<file path="config.mk">
export PLATFORM = sky130hd
export DESIGN_NAME = acr_ctrl
export DESIGN_NICKNAME = d
export VERILOG_FILES = /design/src/hw/acr_ctrl.v /design/src/hw/acr_window.v
export VERILOG_INCLUDE_DIRS = /design/src /design/src/hw
export SDC_FILE = /design/constraint.sdc
export NUM_CORES = 1
export LEC_CHECK = 0
export BUFFER_PORTS_ARGS = -buffer_cell sky130_fd_sc_hd__buf_2
export CORE_MARGIN = 2
export CORE_UTILIZATION = 33
export CTS_CLUSTER_DIAMETER = 80
export DETAILED_ROUTE_END_ITERATION = 6
export PLACE_DENSITY = 0.61
export SLEW_MARGIN = 40
export SYNTH_ARGS = -nofsm -noshare
export SYNTH_HDL_FRONTEND = slang
export SYNTH_SLANG_ARGS = --single-unit
</file>
<file path="constraint.sdc">
create_clock -name sys_clk -period 6.08 [get_ports sys_clk]
set_clock_uncertainty 0.2 [all_clocks]
set_input_delay 0 -clock sys_clk [delete_from_list [all_inputs] [get_ports sys_clk]]
set_output_delay 0 -clock sys_clk [all_outputs]
set_load 0.005 [all_outputs]
</file>
<file path="src/hw/acr_regs.vh">
// Register offsets, field positions, reset values and timing counts of the converter control block.
`ifndef ACR_REGS_VH
`define ACR_REGS_VH
`define ACR_BASE_ADDR 32'h40800000
`define ACR_OFF_CMD 8'h00
`define ACR_OFF_SET 8'h04
`define ACR_OFF_MSTAT 8'h08
`define ACR_OFF_MASK 8'h0C
`define ACR_OFF_RAW 8'h10
`define ACR_OFF_RES 8'h14
`define ACR_OFF_OFS 8'h18
`define ACR_OFF_STAT 8'h20
`define ACR_OFF_HI 8'h24
`define ACR_OFF_LO 8'h28
`define ACR_CMD_POWER 0
`define ACR_CMD_CALREQ 1
`define ACR_CMD_TRIG 2
`define ACR_CMD_SRST 3
`define ACR_CMD_STOP 4
`define ACR_CMD_WINEN 5
`define ACR_CMD_CALCAN 6
`define ACR_CMD_TRIM 7
`define ACR_CMD_MICPWR 8
`define ACR_CMD_DMAEN 9
`define ACR_CMD_MASKW 32'h000003FF
`define ACR_SET_CONT 11
`define ACR_SET_BYPASS 18
`define ACR_RST_CMD 32'h00000000
`define ACR_RST_SET 32'h0000000C
`define ACR_RST_MASK 32'h0000000F
`define ACR_RST_HI 32'h0FFFFFFF
`define ACR_RST_LO 32'h00000000
`define ACR_RST_OFS 32'h00000000
`define ACR_IRQ_EOC 0
`define ACR_IRQ_CAL 1
`define ACR_IRQ_WIN 2
`define ACR_ST_BUSY 3
`define ACR_WAKE_NS 6000
`define ACR_CLK_NS 10
`define ACR_WAKE_CYC ((`ACR_WAKE_NS + `ACR_CLK_NS - 1) / `ACR_CLK_NS)
`define ACR_ACQ_CYC 64
`define ACR_CAL_CYC 32
`endif

</file>
<file path="src/hw/acr_ctrl.v">
// Converter control register block with conversion sequencer.
// Contract
// - Registers decode relative to the fixed peripheral base address.
// - Bit 0 powers analog subsystem; must be set before requesting conversion.
// - Writing one to bit 2 starts the conversion phase.
// - Power and trigger bits have no effect in microphone mode.
// - Calibration runs only when bits 1 and 7 are both set.
// - Calibration result goes to upper or lower offset field by bypass.
// - Writing zero to calibration request does not clear it.
// - Calibration cancel clears the request and always reads zero.
// - Bit 3 resets command, settings, result and limits; reads zero.
// - Bit 4 stops conversion, clears trigger, power, DMA, mic bits.
// - Window enable raises window hit flag when result within limits.
// - Bit 8 powers microphone mode; bit 9 enables DMA.
// - Result register at 0x14 presents two's complement result.
// - Offset correction register resets to zero and corrects data.
// - Interrupt mask resets to 0xF and masks interrupt sources.
// - Masked status is raw status filtered by the mask.
// - Raw status reports sources regardless of mask.
// - Upper limit resets to 0xFFFFFFF, lower to zero.
// - Each triggered acquisition starts with a six microsecond wake-up; continuous-mode repeats go straight to acquisition.
// - Busy set during conversion; settings writes blocked meanwhile.
// - End of calibration raises done flag and stores offset.
// - End of conversion stores compensated result and raises flag.
`timescale 1ns/1ns
`include "acr_regs.vh"
module acr_ctrl
(
  // Clock and reset.
  input wire sys_clk,
  input wire srst,
  // Register port.
  input wire [31:0] addr,
  input wire wr_en,
  input wire rd_en,
  input wire [31:0] wdata,
  output reg [31:0] rdata,
  output reg addr_err,
  // Analog front end and filter.
  input wire [15:0] filt_data,
  input wire [15:0] cal_data,
  output wire analog_power,
  output wire mic_power,
  output wire dma_enable,
  output wire busy,
  output wire [31:0] settings,
  // Interrupt.
  output wire irq
);
  localparam [4:0] S_IDLE = 5'h01;
  localparam [4:0] S_WAKE = 5'h02;
  localparam [4:0] S_CAL = 5'h04;
  localparam [4:0] S_ACQ = 5'h08;
  localparam [4:0] S_DONE = 5'h10;
  localparam [12:0] WAKE_CYC = `ACR_WAKE_CYC;
  localparam [12:0] ACQ_CYC = `ACR_ACQ_CYC;
  localparam [12:0] CAL_CYC = `ACR_CAL_CYC;

  reg [31:0] cmd_r;
  reg [31:0] set_r;
  reg [31:0] mask_r;
  reg [31:0] raw_r;
  reg [31:0] res_r;
  reg [31:0] ofs_r;
  reg [31:0] hi_r;
  reg [31:0] lo_r;
  reg [4:0] state_r;
  reg [12:0] cnt_r;
  reg [4:0] state_nxt;
  reg [12:0] cnt_nxt;
  reg [31:0] cmd_nxt;
  reg [31:0] sres;
  reg [15:0] sofs;
  wire in_block;
  wire [7:0] off;
  wire we_cmd;
  wire bypass;
  wire mic_mode;
  wire cal_on;
  wire start;
  wire soft_rst;
  wire stop;
  wire win_hit;
  wire eoc_ev;
  wire cal_ev;
  wire [31:0] comp;

  // Returns true when a write strikes the given offset.
  function hitw;
    input [7:0] o;
    input [7:0] t;
    input w;
    begin
      hitw = w && (o == t);
    end
  endfunction

  // Offset decode against the fixed base address.
  assign in_block = ({8'h00, addr[31:8]} == (`ACR_BASE_ADDR >> 8));
  assign off = addr[7:0];
  assign we_cmd = hitw(off, `ACR_OFF_CMD, wr_en && in_block);
  assign soft_rst = we_cmd && wdata[`ACR_CMD_SRST];
  assign stop = we_cmd && wdata[`ACR_CMD_STOP];
  assign bypass = set_r[`ACR_SET_BYPASS];
  assign mic_mode = cmd_r[`ACR_CMD_MICPWR];
  assign cal_on = cmd_r[`ACR_CMD_CALREQ] && cmd_r[`ACR_CMD_TRIM];
  // Trigger counts only with power on and not in microphone mode.
  assign start = cmd_r[`ACR_CMD_TRIG] && cmd_r[`ACR_CMD_POWER] && !mic_mode;
  assign analog_power = cmd_r[`ACR_CMD_POWER] && !mic_mode;
  assign mic_power = cmd_r[`ACR_CMD_MICPWR];
  assign dma_enable = cmd_r[`ACR_CMD_DMAEN];
  assign busy = !state_r[0];
  assign settings = set_r;
  assign eoc_ev = state_r[4];
  assign cal_ev = state_r[2] && (cnt_r == 13'h0001);

  // Offset-compensated result in the field chosen by bypass.
  always @*
  begin
    sofs = bypass ? ofs_r[15:0] : ofs_r[31:16];
    sres = {16'h0000, filt_data} - {16'h0000, sofs};
    if (!bypass)
      sres = {sres[15:0], 16'h0000};
  end
  assign comp = sres;

  acr_window u_win
  (
    .value(comp),
    .lower(lo_r),
    .upper(hi_r),
    .enable(cmd_r[`ACR_CMD_WINEN]),
    .hit(win_hit)
  );

  // Sequencer next state: wake, optional calibration, acquisition, done.
  always @*
  begin
    state_nxt = state_r;
    cnt_nxt = cnt_r;
    case (state_r)
      S_IDLE:
      begin
        if (start)
        begin
          state_nxt = S_WAKE;
          cnt_nxt = WAKE_CYC;
        end
      end
      S_WAKE:
      begin
        if (cnt_r == 13'h0001)
        begin
          state_nxt = cal_on ? S_CAL : S_ACQ;
          cnt_nxt = cal_on ? CAL_CYC : ACQ_CYC;
        end
        else
          cnt_nxt = cnt_r - 13'h0001;
      end
      S_CAL:
      begin
        if (cnt_r == 13'h0001)
        begin
          state_nxt = S_ACQ;
          cnt_nxt = ACQ_CYC;
        end
        else
          cnt_nxt = cnt_r - 13'h0001;
      end
      S_ACQ:
      begin
        if (cnt_r == 13'h0001)
          state_nxt = S_DONE;
        else
          cnt_nxt = cnt_r - 13'h0001;
      end
      S_DONE:
      begin
        if (set_r[`ACR_SET_CONT] && analog_power)
        begin
          state_nxt = S_ACQ;
          cnt_nxt = ACQ_CYC;
        end
        else
          state_nxt = S_IDLE;
      end
      default:
      begin
        state_nxt = S_IDLE;
        cnt_nxt = 13'h0000;
      end
    endcase
    if (stop || soft_rst)
      state_nxt = S_IDLE;
  end

  // Command register next value with sticky and self-clearing bits.
  always @*
  begin
    cmd_nxt = cmd_r;
    if (we_cmd)
    begin
      cmd_nxt = wdata & `ACR_CMD_MASKW;
      cmd_nxt[`ACR_CMD_CALREQ] = cmd_r[`ACR_CMD_CALREQ] | wdata[`ACR_CMD_CALREQ];
      if (wdata[`ACR_CMD_CALCAN])
        cmd_nxt[`ACR_CMD_CALREQ] = 1'b0;
      cmd_nxt[`ACR_CMD_CALCAN] = 1'b0;
      cmd_nxt[`ACR_CMD_SRST] = 1'b0;
      cmd_nxt[`ACR_CMD_STOP] = 1'b0;
      if (wdata[`ACR_CMD_STOP])
      begin
        cmd_nxt[`ACR_CMD_TRIG] = 1'b0;
        cmd_nxt[`ACR_CMD_POWER] = 1'b0;
        cmd_nxt[`ACR_CMD_DMAEN] = 1'b0;
        cmd_nxt[`ACR_CMD_MICPWR] = 1'b0;
      end
    end
    else if (state_r[0] && start)
      cmd_nxt[`ACR_CMD_TRIG] = 1'b0;
  end

  // Register state update.
  always @(posedge sys_clk)
  begin
    if (srst || soft_rst)
    begin
      cmd_r <= `ACR_RST_CMD;
      set_r <= `ACR_RST_SET;
      res_r <= 32'h00000000;
      hi_r <= `ACR_RST_HI;
      lo_r <= `ACR_RST_LO;
      state_r <= S_IDLE;
      cnt_r <= 13'h0000;
    end
    else
    begin
      cmd_r <= cmd_nxt;
      state_r <= state_nxt;
      cnt_r <= cnt_nxt;
      if (hitw(off, `ACR_OFF_SET, wr_en && in_block) && state_r[0])
        set_r <= wdata;
      if (hitw(off, `ACR_OFF_HI, wr_en && in_block))
        hi_r <= wdata;
      if (hitw(off, `ACR_OFF_LO, wr_en && in_block))
        lo_r <= wdata;
      if (eoc_ev)
        res_r <= comp;
    end
    if (srst)
    begin
      mask_r <= `ACR_RST_MASK;
      ofs_r <= `ACR_RST_OFS;
      raw_r <= 32'h00000000;
    end
    else
    begin
      if (hitw(off, `ACR_OFF_MASK, wr_en && in_block))
        mask_r <= wdata;
      if (cal_ev)
      begin
        if (bypass)
          ofs_r <= {ofs_r[31:16], cal_data};
        else
          ofs_r <= {cal_data, ofs_r[15:0]};
      end
      else if (hitw(off, `ACR_OFF_OFS, wr_en && in_block))
        ofs_r <= wdata;
      // Flags: write one to the status word clears; a new event wins.
      if (hitw(off, `ACR_OFF_STAT, wr_en && in_block))
        raw_r <= raw_r & ~wdata;
      if (eoc_ev)
        raw_r[`ACR_IRQ_EOC] <= 1'b1;
      if (cal_ev)
        raw_r[`ACR_IRQ_CAL] <= 1'b1;
      if (eoc_ev && win_hit)
        raw_r[`ACR_IRQ_WIN] <= 1'b1;
    end
  end

  // A set mask bit blocks its source.
  assign irq = |(raw_r[2:0] & ~mask_r[2:0]);

  // Registered read data and unmapped-address flag.
  always @(posedge sys_clk)
  begin
    if (srst)
    begin
      rdata <= 32'h00000000;
      addr_err <= 1'b0;
    end
    else
    begin
      addr_err <= (rd_en || wr_en) && !in_block;
      if (rd_en)
      begin
        case (off)
          `ACR_OFF_CMD: rdata <= cmd_r & `ACR_CMD_MASKW;
          `ACR_OFF_SET: rdata <= set_r;
          `ACR_OFF_MSTAT: rdata <= {29'h0, raw_r[2:0] & ~mask_r[2:0]};
          `ACR_OFF_MASK: rdata <= mask_r;
          `ACR_OFF_RAW: rdata <= {29'h0, raw_r[2:0]};
          `ACR_OFF_RES: rdata <= res_r;
          `ACR_OFF_OFS: rdata <= ofs_r;
          `ACR_OFF_STAT: rdata <= {28'h0, busy, raw_r[2:0]};
          `ACR_OFF_HI: rdata <= hi_r;
          `ACR_OFF_LO: rdata <= lo_r;
          default: rdata <= 32'h00000000;
        endcase
        if (!in_block)
          rdata <= 32'h00000000;
      end
    end
  end
endmodule // acr_ctrl

</file>
<file path="src/hw/acr_window.v">
// Window comparator: flags a value lying between the lower and upper limits.
`timescale 1ns/1ns
module acr_window
(
  // Operands.
  input wire [31:0] value,
  input wire [31:0] lower,
  input wire [31:0] upper,
  input wire enable,
  // Result.
  output wire hit
);
  // Signed compare since results are two's complement.
  assign hit = enable && ($signed(value) >= $signed(lower)) && ($signed(value) <= $signed(upper));
endmodule // acr_window
</file>
==> impl_metrics.ini, run 1 <==
[run_status]
status = finished with violations
violations = negative hold slack

[synthesis]
synth_common_cells = nand2_1 (296), dfxtp_1 (253), a21oi_1 (227)
yosysMostFrequentCell = nand2_1
ys_types = 71
synth_area_leaders = dfxtp_1 (37%), a21oi_1 (8.3%), nand2_1 (8.1%)
synth_seq_cells = 253
synth_edf_count = 0
synthArstFlopShare_pct = 0
yosys_warnings = 0
synth_fp_nets = 1924
synthFlopType = dfxtp_1
synth_top_area_share_pct = 36.93
ys_seq_area_share_pct = 36.93
synth_top_area_cell = dfxtp_1
syn_area_per_cell_um2 = 7.878
synth_area_mm2 = 0.01372
synth_cells = 1741

[timing]
worst_pin_slew_ps = 872.6
fmax_ghz = 0.2018
rsz0062_at_grt = no
report.final.slew_viol_count = 0
maxSlewHeadroom_pct = 41.63
hold_viol_final = 1
period_needed_ps = 4956
timing.setup.tns_ps = 0
setup_viol = 0
fin_hold_ws_ps = -9.050
fin_crit_sh_pct = 81.52

[setup_path]
slowest_delay_ps = 550
cp_top_family = compound AO/OA/AOI/OAI gates
cpMostUsedCell = a21oi_1
crit_start = settings[18]
startpoint_type = register
worst-path-max-fanout = 20
cp-end-kind = register
cp_slowest_cell = nor4_1
cp.arrival_ps = 5220
cp_cell_sequence = buf_4 > mux2i_1 > ha_1 > o21ai_0 > a21oi_1 > o311a_1 > a2111o_1 > a211o_1 > a21oi_1 > nor2_1 > ha_1 > nand4_1 > nor4_1 > a21oi_1 > mux2i_1 > o32ai_1
cp_num_buf_inv = 1
reg2reg_depth = 16
crit_type = register to register
cp.required_ps = 6340
rr_startpoint = settings[18]
r2r_slack_ps = 1120
worstReg2RegEnd = raw_r[2]

[cts]
clkTransAtPathRegs_ps = 60
cts_num_sinks = 253
cts_resized = 0
postCtsSetupBuffers = 0
numCtsBuffers = 29
cts_tree = done
clock_latency_ps = 570
cts-root-buf = clkbuf_16
cts_buffer_depth = 3
htree_levels = 1

[floorplanning]
core_mm2 = 0.04092
pin_count = 170
die_h_um = 207.9
fp.dieW_um = 207.9
die-area_mm2 = 0.04321
rows = 74
start_util_pct = 33.51

[power]
seqPwrFrac_pct = 45.2
power_mw = 3.670
clkPwrFrac_pct = 46.8
vdd_drop_max_mv = 0.1856
pwr-share-comb_pct = 8.1
leakagePower_nw = 6.455
p_per_area_mw_per_mm2 = 220.5
intPower_mw = 2.747
switchingPower_mw = 0.9228
switching_share_pct = 25.15

[global_routing]
grt_start_max_net_pins = 73
grt_pass1_wl_mm = 83.44
grt_use_met3_pct = 4.297
top_usage_layer = met2
grtUsageMet2_pct = 40.74
antenna_found_initial = 2
grt_use_met1_pct = 32.75
track_usage_pct = 24.87
gr-total-overflow = 0
first_global_vias = 13466

[drt]
wl_per_cell_um = 22.20
ant_nets = 0
post-route-drc-count = 0
drtPass1Iterations = 6
routed_wl_mm = 55.01
first_iter_violations = 1413
via_per_inst = 5.589
vias = 13849

[finish]
area_growth_pct = 21.33
postLayoutCellArea_mm2 = 0.01664
drive_gt1_share_pct = 14.13
final_nets = 2107
diodes = 0
nFillCells = 4220
final_cells = 2478

[flow_run]
maxCapViolCount = 0

[placement]
hpwl_mm = 39.64
gp_congestion = 0.9273
dpl-instance-area_mm2 = 0.01498
port_buffers = 169
dpl.cell_count = 2353

[hold_path]
hold_class = primary input to register
hold_path_end = rdata[0]
hold_path_depth = 5
hp-start = addr[7]
==> sequential cells by signal (all words and copies together), names as in the netlist <==
| register | cells |
|---|---|
| hi_r | 32 |
| lo_r | 32 |
| mask_r | 32 |
| ofs_r | 32 |
| rdata | 32 |
| res_r | 32 |
| settings | 32 |
| cnt_r | 13 |
| cmd_r | 7 |
| state_r | 5 |
| raw_r | 3 |
| addr_err | 1 |
==> power by group through the flow <==
stage          logic [mW]  registers (mW)  clock network (mW)
6_report            0.296            1.66                1.72
5_1_grt             0.319            1.66                1.80
4_1_cts             0.293            1.66                1.74
3_5_place_dp        0.259            1.69                   0
3_3_place_gp        0.256            1.69                   0
2_1_floorplan       0.132            1.69                   0
==> layer usage <==
metal | vias to the layer above | part of all wire (%)
met5 | - | 0
met4 | 0 | 3.9
met3 | 103 | 7.4
met2 | 560 | 46
li1 | 6576 | -
met1 | 6610 | 43
==> kinds of logic after synthesis <==
logic type               after synthesis  share of synthesized area, %
AO/OA/AOI/OAI                        508                         23.64
XOR/XNOR                              19                         1.213
adder cells (fa/ha/maj)               83                         7.626
buffers and inverters                189                         5.857
flip-flops                           253                         36.93
multiplexers                          25                         1.834
AND/OR/NAND/NOR                      664                         22.91
==> worst register-to-register path, cell delays in order (launching register included) <==
cell and delay, ps:
dfxtp_2 480, buf_4 370, mux2i_1 250, ha_1 320
o21ai_0 170, a21oi_1 80, o311a_1 350, a2111o_1 450
a211o_1 280, a21oi_1 180, nor2_1 100, ha_1 370
nand4_1 170, nor4_1 550, a21oi_1 170, mux2i_1 140
o32ai_1 220
==> layout make-up <==
type                    instances  area [µm²]  area share [%]
multi-input cells            1299        7923           47.61
well taps                     532       665.6           4.000
repair buffers                266        1780           10.70
flip-flops and latches        253        5067           30.45
clock inverters                16       117.6          0.7068
clock buffers                  37       805.8           4.842
inverters                      75       281.5           1.692
==> cells in the final DEF (no fill, tap or decap), types with 10 or more instances in the layout <==
cell / n
clkinv_2: 10
nor2b_1: 36
inv_1: 75
a21o_1: 15
dlygate4sd3_1: 72
nand3b_1: 13
nor4_1: 10
clkbuf_16: 29
nand3_1: 93
ha_1: 82
mux2i_1: 24
nor3b_1: 13
nand2_1: 296
buf_4: 23
nor2_1: 90
buf_2: 168
nand2b_1: 23
xor2_1: 13
nand4_1: 17
o21a_1: 17
a22oi_1: 125
and2_1: 24
o211ai_1: 40
a21oi_1: 226
a211oi_1: 10
dfxtp_1: 251
o21ai_0: 21
==> repair_timing <==
| action | in CTS | in global routing |
|---|---|---|
| endpoints found under the setup margin | 0 | 0 |
| hold buffers | 72 | 0 |
| endpoints found under the hold margin | 218 | 0 |
==> worst max-delay path by stage <==
stage | endpoint | slack (ps) | cells past startpoint
after global routing | raw_r[2] | 820 | 16
after floorplan | raw_r[2] | 910 | 20
after detailed placement | raw_r[2] | 1220 | 16
after global placement | raw_r[2] | 1250 | 16
after CTS | raw_r[2] | 1180 | 16
final | raw_r[2] | 1120 | 16
==> per-stage QoR <==
stage               setup WS, ps  hold slack (ps)  utilization [%]
floorplan                  911.6           -104.4                -
global placement            1246            87.17            36.48
detailed placement          1219            86.92            36.61
CTS                         1177            4.563            40.63
global route               822.1            37.93            40.66
finish                      1124           -9.050            40.66
No activity file was read; power rests on OpenSTA's default activity.
==> run 2: changes to the inputs <==
Settings changed: ABC_AREA set to 1, PLACE_DENSITY 0.61 to 0.63.
Clock period 6.08 ns to 4.45 ns, I/O delays scaled along.
==> run 2 against run 1 <==
  * The flow now finishes without violations
  * Setup slack got worse by 920 ps
  * Count of clock-buffer cells in the layout rose by 4
  * Worst hold slack improved by 40 ps
  * Synthesized area rose by 2.0%
  * Clock power rose by 47%
  * Combinational power rose by 110%
  * First-iteration DRC count fell by 8.2%
  * Global-route usage fell by 0.82 points
  * Cell area rose by 3.8%
  * Critical path depth rose by 13
  * Die area rose by 1.9%
  * Register-to-register slack got worse by 920 ps
  * Highest routed layer unchanged
==> impl_metrics.ini, run 2 <==
[drt]
drtPass1Iterations = 6
wl_per_cell_um = 19.49
ant_nets = 0
via_per_inst = 5.253
vias = 14639
post-route-drc-count = 0
first_iter_violations = 1297
routed_wl_mm = 54.33

[cts]
clkTransAtPathRegs_ps = 70
htree_levels = 1
cts-root-buf = clkbuf_16
cts_buffer_depth = 3
clock_latency_ps = 590
cts_tree = done
numCtsBuffers = 31
cts_num_sinks = 253

[placement]
dpl-instance-area_mm2 = 0.01526
gp_congestion = 0.9331
port_buffers = 169
post-place-ws_ps = 17.92
dpl.cell_count = 2635
hpwl_mm = 38.81

[global_routing]
track_usage_pct = 24.05
first_global_vias = 14283
grt_pass1_wl_mm = 82.35
grt_start_max_net_pins = 83
gr-total-overflow = 0
antenna_found_initial = 0

[synthesis]
yosysMostFrequentCell = nand2_1
synth_area_mm2 = 0.01399
synthFlopType = dfxtp_1
synth_edf_count = 0
synth_seq_cells = 253
ys_seq_area_share_pct = 36.21
synth_common_cells = nand2_1 (472), a21oi_1 (268), dfxtp_1 (253)
ys_types = 52
synthArstFlopShare_pct = 0
syn_area_per_cell_um2 = 6.994
synth_cells = 2000
synth_top_area_cell = dfxtp_1
synth_area_leaders = dfxtp_1 (36%), nand2_1 (13%), a21oi_1 (9.6%)
yosys_warnings = 0
synth_top_area_share_pct = 36.21
synth_fp_nets = 2183

[setup_path]
rr_startpoint = settings[18]
cp_top_family = simple AND/OR/NAND/NOR gates
r2r_slack_ps = 200
cp_num_buf_inv = 5
reg2reg_depth = 29
cp.arrival_ps = 4490
worst-path-max-fanout = 6
worstReg2RegEnd = raw_r[2]
cp.required_ps = 4700
crit_type = register to register
cp_slowest_cell = dlygate4sd3_1
startpoint_type = register
cp-end-kind = register
slowest_delay_ps = 560
cpMostUsedCell = nand2_1

[finish]
utilization_pct = 41.26
final_nets = 2407
area_growth_pct = 23.46
final_common_cell = nand2_1
final_cells = 2787
postLayoutCellArea_mm2 = 0.01727
final_cell_mix = nand2_1 (467), a21oi_1 (266), dfxtp_1 (251)
diodes = 0
drive_gt1_share_pct = 14.64

[hold_path]
hold_path_end = res_r[14]
hp-start = filt_data[12]
hold_path_depth = 6
hold_class = primary input to register

[power]
leakagePower_nw = 7.915
vdd_drop_max_mv = 0.2772
p_per_area_mw_per_mm2 = 314.8

[timing]
hold_viol_final = 0
fin_crit_sh_pct = 95.40
period_needed_ps = 4245
fmax_ghz = 0.2356
worst_pin_slew_ps = 956.5
report.final.slew_viol_count = 0
setup_viol = 0
maxSlewHeadroom_pct = 36.03
finalWorstSetupSlack_ps = 204.7

[floorplanning]
core_mm2 = 0.04185
die-area_mm2 = 0.04405
die_h_um = 209.9
pin_count = 170
fp.dieW_um = 209.9
start_util_pct = 33.42
rows = 75

[run_status]
status = completed

[flow_run]
maxCapViolCount = 0
==> run 2: cell count changes in the layout (fill, tap and decap cells not counted), sizes merged, moves of 23 or more <==
| cell | previous run | this run |
|---|---|---|
| a211oi | 10 | 35 |
| a21oi | 227 | 286 |
| a22oi | 125 | 3 |
| and2 | 27 | 1 |
| inv | 75 | 254 |
| nand2 | 297 | 476 |
| nand2b | 23 | 0 |
| nand4 | 17 | 44 |
| nor2 | 96 | 152 |
| nor2b | 36 | 0 |
| o21ai | 23 | 98 |
| o22ai | 5 | 31 |
==> run 2: routing by layer <==
layer | track usage, % | vias up | share of wire [%]
met1 | 30.83 | 6865 | 42
met3 | 3.681 | 118 | 7.6
met2 | 40.49 | 576 | 46
met4 | 9.709 | 0 | 3.9
met5 | 0 | - | 0
li1 | - | 7080 | -
==> run 2: kinds of logic after synthesis <==
family / count (synthesis) / synth area share [%]
AND/OR/NAND/NOR: 782 / 24.04
multiplexers: 10 / 0.7157
adder cells (fa/ha/maj): 83 / 7.478
buffers and inverters: 354 / 10.24
XOR/XNOR: 15 / 0.9392
flip-flops: 253 / 36.21
AO/OA/AOI/OAI: 503 / 20.38
==> run 2: report_power, final <==
part           total (mW)  internal, mW  leakage (nW)  switching [mW]
Combinational       0.610         0.226          5.40           0.384
Clock                2.53          1.45         0.474            1.08
Sequential           2.29          2.28          2.04          0.0148
==> run 2: tightest hold or removal path, delay by kind of cell <==
| kind | cells | cell delay [ps] |
|---|---|---|
| AO/OA/AOI/OAI | 2 | 230 |
| adder cells (fa/ha/maj) | 1 | 180 |
| buffers and inverters | 1 | 100 |
| AND/OR/NAND/NOR | 2 | 240 |
==> run 2: final cells by class <==
cell class	count	area, µm²
clock buffer	41	843.3
sequential	253	5070
tap	539	674.4
clock inverter	16	163.9
multi-input combinational	1393	7543
timing repair buffer	290	2012
fill	4325	24580
inverter	255	962.2
==> run 2: what timing repair did <==
action	in CTS	in global routing
endpoints found under the hold margin	224	0
hold buffers	89	0
setup endpoints to repair	0	1
gates resized for setup	0	16
setup buffers	0	5
==> run 2: worst max path at each step <==
| stage | from | to | depth (start not counted) | slack (ps) |
|---|---|---|---|---|
| CTS | settings[18] | raw_r[2] | 28 | 20 |
| global route | settings[18] | raw_r[2] | 29 | -10 |
| global placement | settings[18] | raw_r[2] | 27 | 80 |
| floorplan | settings[18] | raw_r[2] | 30 | 280 |
| finish | settings[18] | raw_r[2] | 29 | 200 |
| detailed placement | settings[18] | raw_r[2] | 27 | 20 |
==> run 2: through the flow <==
| stage | hold slack (ps) | TNS, ps | total power [mW] |
|---|---|---|---|
| finish | 31.22 | 0 | 5.436 |
| global route | 73.32 | -10.94 | 5.636 |
| CTS | 0.9767 | 0 | 5.464 |
| detailed placement | 88.18 | 0 | 2.887 |
| global placement | 82.21 | 0 | 2.879 |
| floorplan | -69.62 | 0 | 2.691 |
==> run 3: changes to the inputs <==
Settings changed: CELL_PAD_IN_SITES_DETAIL_PLACEMENT set to 1, CELL_PAD_IN_SITES_GLOBAL_PLACEMENT set to 1, PLACE_DENSITY 0.63 to not set, PLACE_DENSITY_LB_ADDON set to 0.1.
==> run 3 against run 2 <==
  * Worst hold slack got worse by 11 ps
  * Die area stayed put
  * Critical path depth decreased by 16
  * Combinational power rose by 0.8%
  * Clock power grew 13%
  * Power increased by 6.4%
  * Sequential share of layout area about the same
  * Wire length is 11% higher
  * Count of clock-buffer cells in the layout grew 7
  * Critical path type is now primary input to register
  * Largest cell class unchanged
  * Utilization barely moved
==> impl_metrics.ini, run 3 (synthesis results as in run 2) <==
[run_status]
status = completed

[setup_path]
worstReg2RegEnd = raw_r[2]
rr_startpoint = settings[18]
r2r_slack_ps = 300
startpoint_type = primary input
cp-endpoint = cmd_r[2]
crit_type = primary input to register
crit_start = addr[23]
cp.arrival_ps = 4460
cp-end-kind = register
worst-path-max-fanout = 4
cp.required_ps = 4740
reg2reg_depth = 25

[global_routing]
first_global_vias = 15112
grt_start_max_net_pins = 68
grt_use_met3_pct = 4.698
track_usage_pct = 27.49
top_usage_layer = met2
grt_use_met1_pct = 35.83
gr-total-overflow = 0
antenna_found_initial = 0
grtUsageMet2_pct = 45.81
grt_pass1_wl_mm = 91.46

[drt]
post-route-drc-count = 0
drtPass1Iterations = 5
routed_wl_mm = 60.56
vias = 14612
first_iter_violations = 800
via_per_inst = 5.260
wl_per_cell_um = 21.80
ant_nets = 0

[flow_run]
maxCapViolCount = 0

[hold_path]
hp-start = filt_data[4]
hold_class = primary input to register

[timing]
fmax_ghz = 0.2401
maxSlewHeadroom_pct = 42.11
period_needed_ps = 4165
worst_pin_slew_ps = 863.0
setup_viol = 0
finalWorstSetupSlack_ps = 285.0
fin_crit_sh_pct = 93.60
report.final.slew_viol_count = 0
hold_viol_final = 0
timing.setup.tns_ps = 0

[finish]
final_nets = 2401
area_growth_pct = 23.54
drive_gt1_share_pct = 14.34
postLayoutCellArea_mm2 = 0.01728
diodes = 0
final_cell_mix = nand2_1 (469), a21oi_1 (267), dfxtp_1 (251)
final_common_cell = nand2_1

[placement]
port_buffers = 169
post-place-ws_ps = 110.9
gp_congestion = 0.9199
hpwl_mm = 43.33
dpl-instance-area_mm2 = 0.01526

[cts]
clkTransAtPathRegs_ps = 60
postCtsSetupBuffers = 0
cts_tree = done
htree_levels = 2
cts_num_sinks = 253
cts_buffer_depth = 3
cts-root-buf = clkbuf_16
numCtsBuffers = 35
clock_latency_ps = 560

[power]
intPower_mw = 4.258
seqPwrFrac_pct = 39.7
vdd_drop_max_mv = 0.2544
clkPwrFrac_pct = 49.6
switching_share_pct = 26.36
p_per_area_mw_per_mm2 = 334.6
pwr-share-comb_pct = 10.6
leakagePower_nw = 7.954
switchingPower_mw = 1.524

[floorplanning]
die-area_mm2 = 0.04405
core_mm2 = 0.04185
pin_count = 170
start_util_pct = 33.42
rows = 75
die_h_um = 209.9
fp.dieW_um = 209.9
-- run 3: changes by cell type in the layout (fill, tap and decap cells not counted), moves of 2 or more --
cell           delta
bufinv_16         +2
nor2_2            -3
clkinv_4          -3
nor2_1            +3
clkbuf_8          +2
clkinvlp_4        -5
nand2_2           -3
dlygate4sd3_1     -7
nand2_1           +2
clkbuf_16         +3
buf_6             +2
-- run 3: area by class of cell --
type,instances,area [µm²]
fill,5288,24570
multi-input combinational,1393,7541
sequential,253,5067
timing repair buffer,280,1902
clock buffer,48,974.7
inverter,255,959.7
tap,539,674.4
clock inverter,10,160.2
-- run 3: how the worst min path moves through the flow --
stage	slack [ps]	endpoint	cells past startpoint
floorplan	-70	mask_r[0]	2
global placement	80	lo_r[21]	3
detailed placement	100	lo_r[24]	3
CTS	8	res_r[18]	6
global route	50	res_r[5]	5
finish	20	res_r[4]	5
-- run 3: stage by stage --
stage                     hold slack, ps  utilization, %  total power, mW  cells
final                              20.01           41.29            5.782   2778
after global routing               48.47           41.29            5.987   2778
after CTS                          7.690           41.14            5.830   2777
after detailed placement           95.01           36.46            2.906   2637
after global placement             84.47           36.45            2.894   2637
after floorplan                   -69.62               -            2.691   2000
-- run 3: what timing repair did --
action                                  in CTS  in global routing
hold buffers                                82                  0
resized for setup                            0                 12
endpoints found under the hold margin      219                  0
endpoints found under the setup margin       0                  1
-- run 3: power groups by stage --
stage	logic [mW]	registers (mW)	clock network [mW]
2_1_floorplan	0.349	2.34	0
3_3_place_gp	0.549	2.35	0
3_5_place_dp	0.560	2.35	0
4_1_cts	0.609	2.30	2.92
5_1_grt	0.685	2.30	3.00
6_report	0.615	2.30	2.87
-- run 3: layer usage --
metal  wire length [µm]  vias up
li1                   -     7050
met1              27660     7151
met2              27960      304
met3               2723      107
met4               2216        0
met5                  0        -
-- run 3: critical path, cell delays in order --
cell and delay (ps):
dlygate4sd3_1 530, buf_2 110, nand4_1 90, dlygate4sd3_1 560, nor2_1 120, dlygate4sd3_1 560
and3_1 230, nand2_2 170, nor3_1 660, nand2_1 130, dlygate4sd3_1 600, a21oi_1 140
dlygate4sd3_1 570
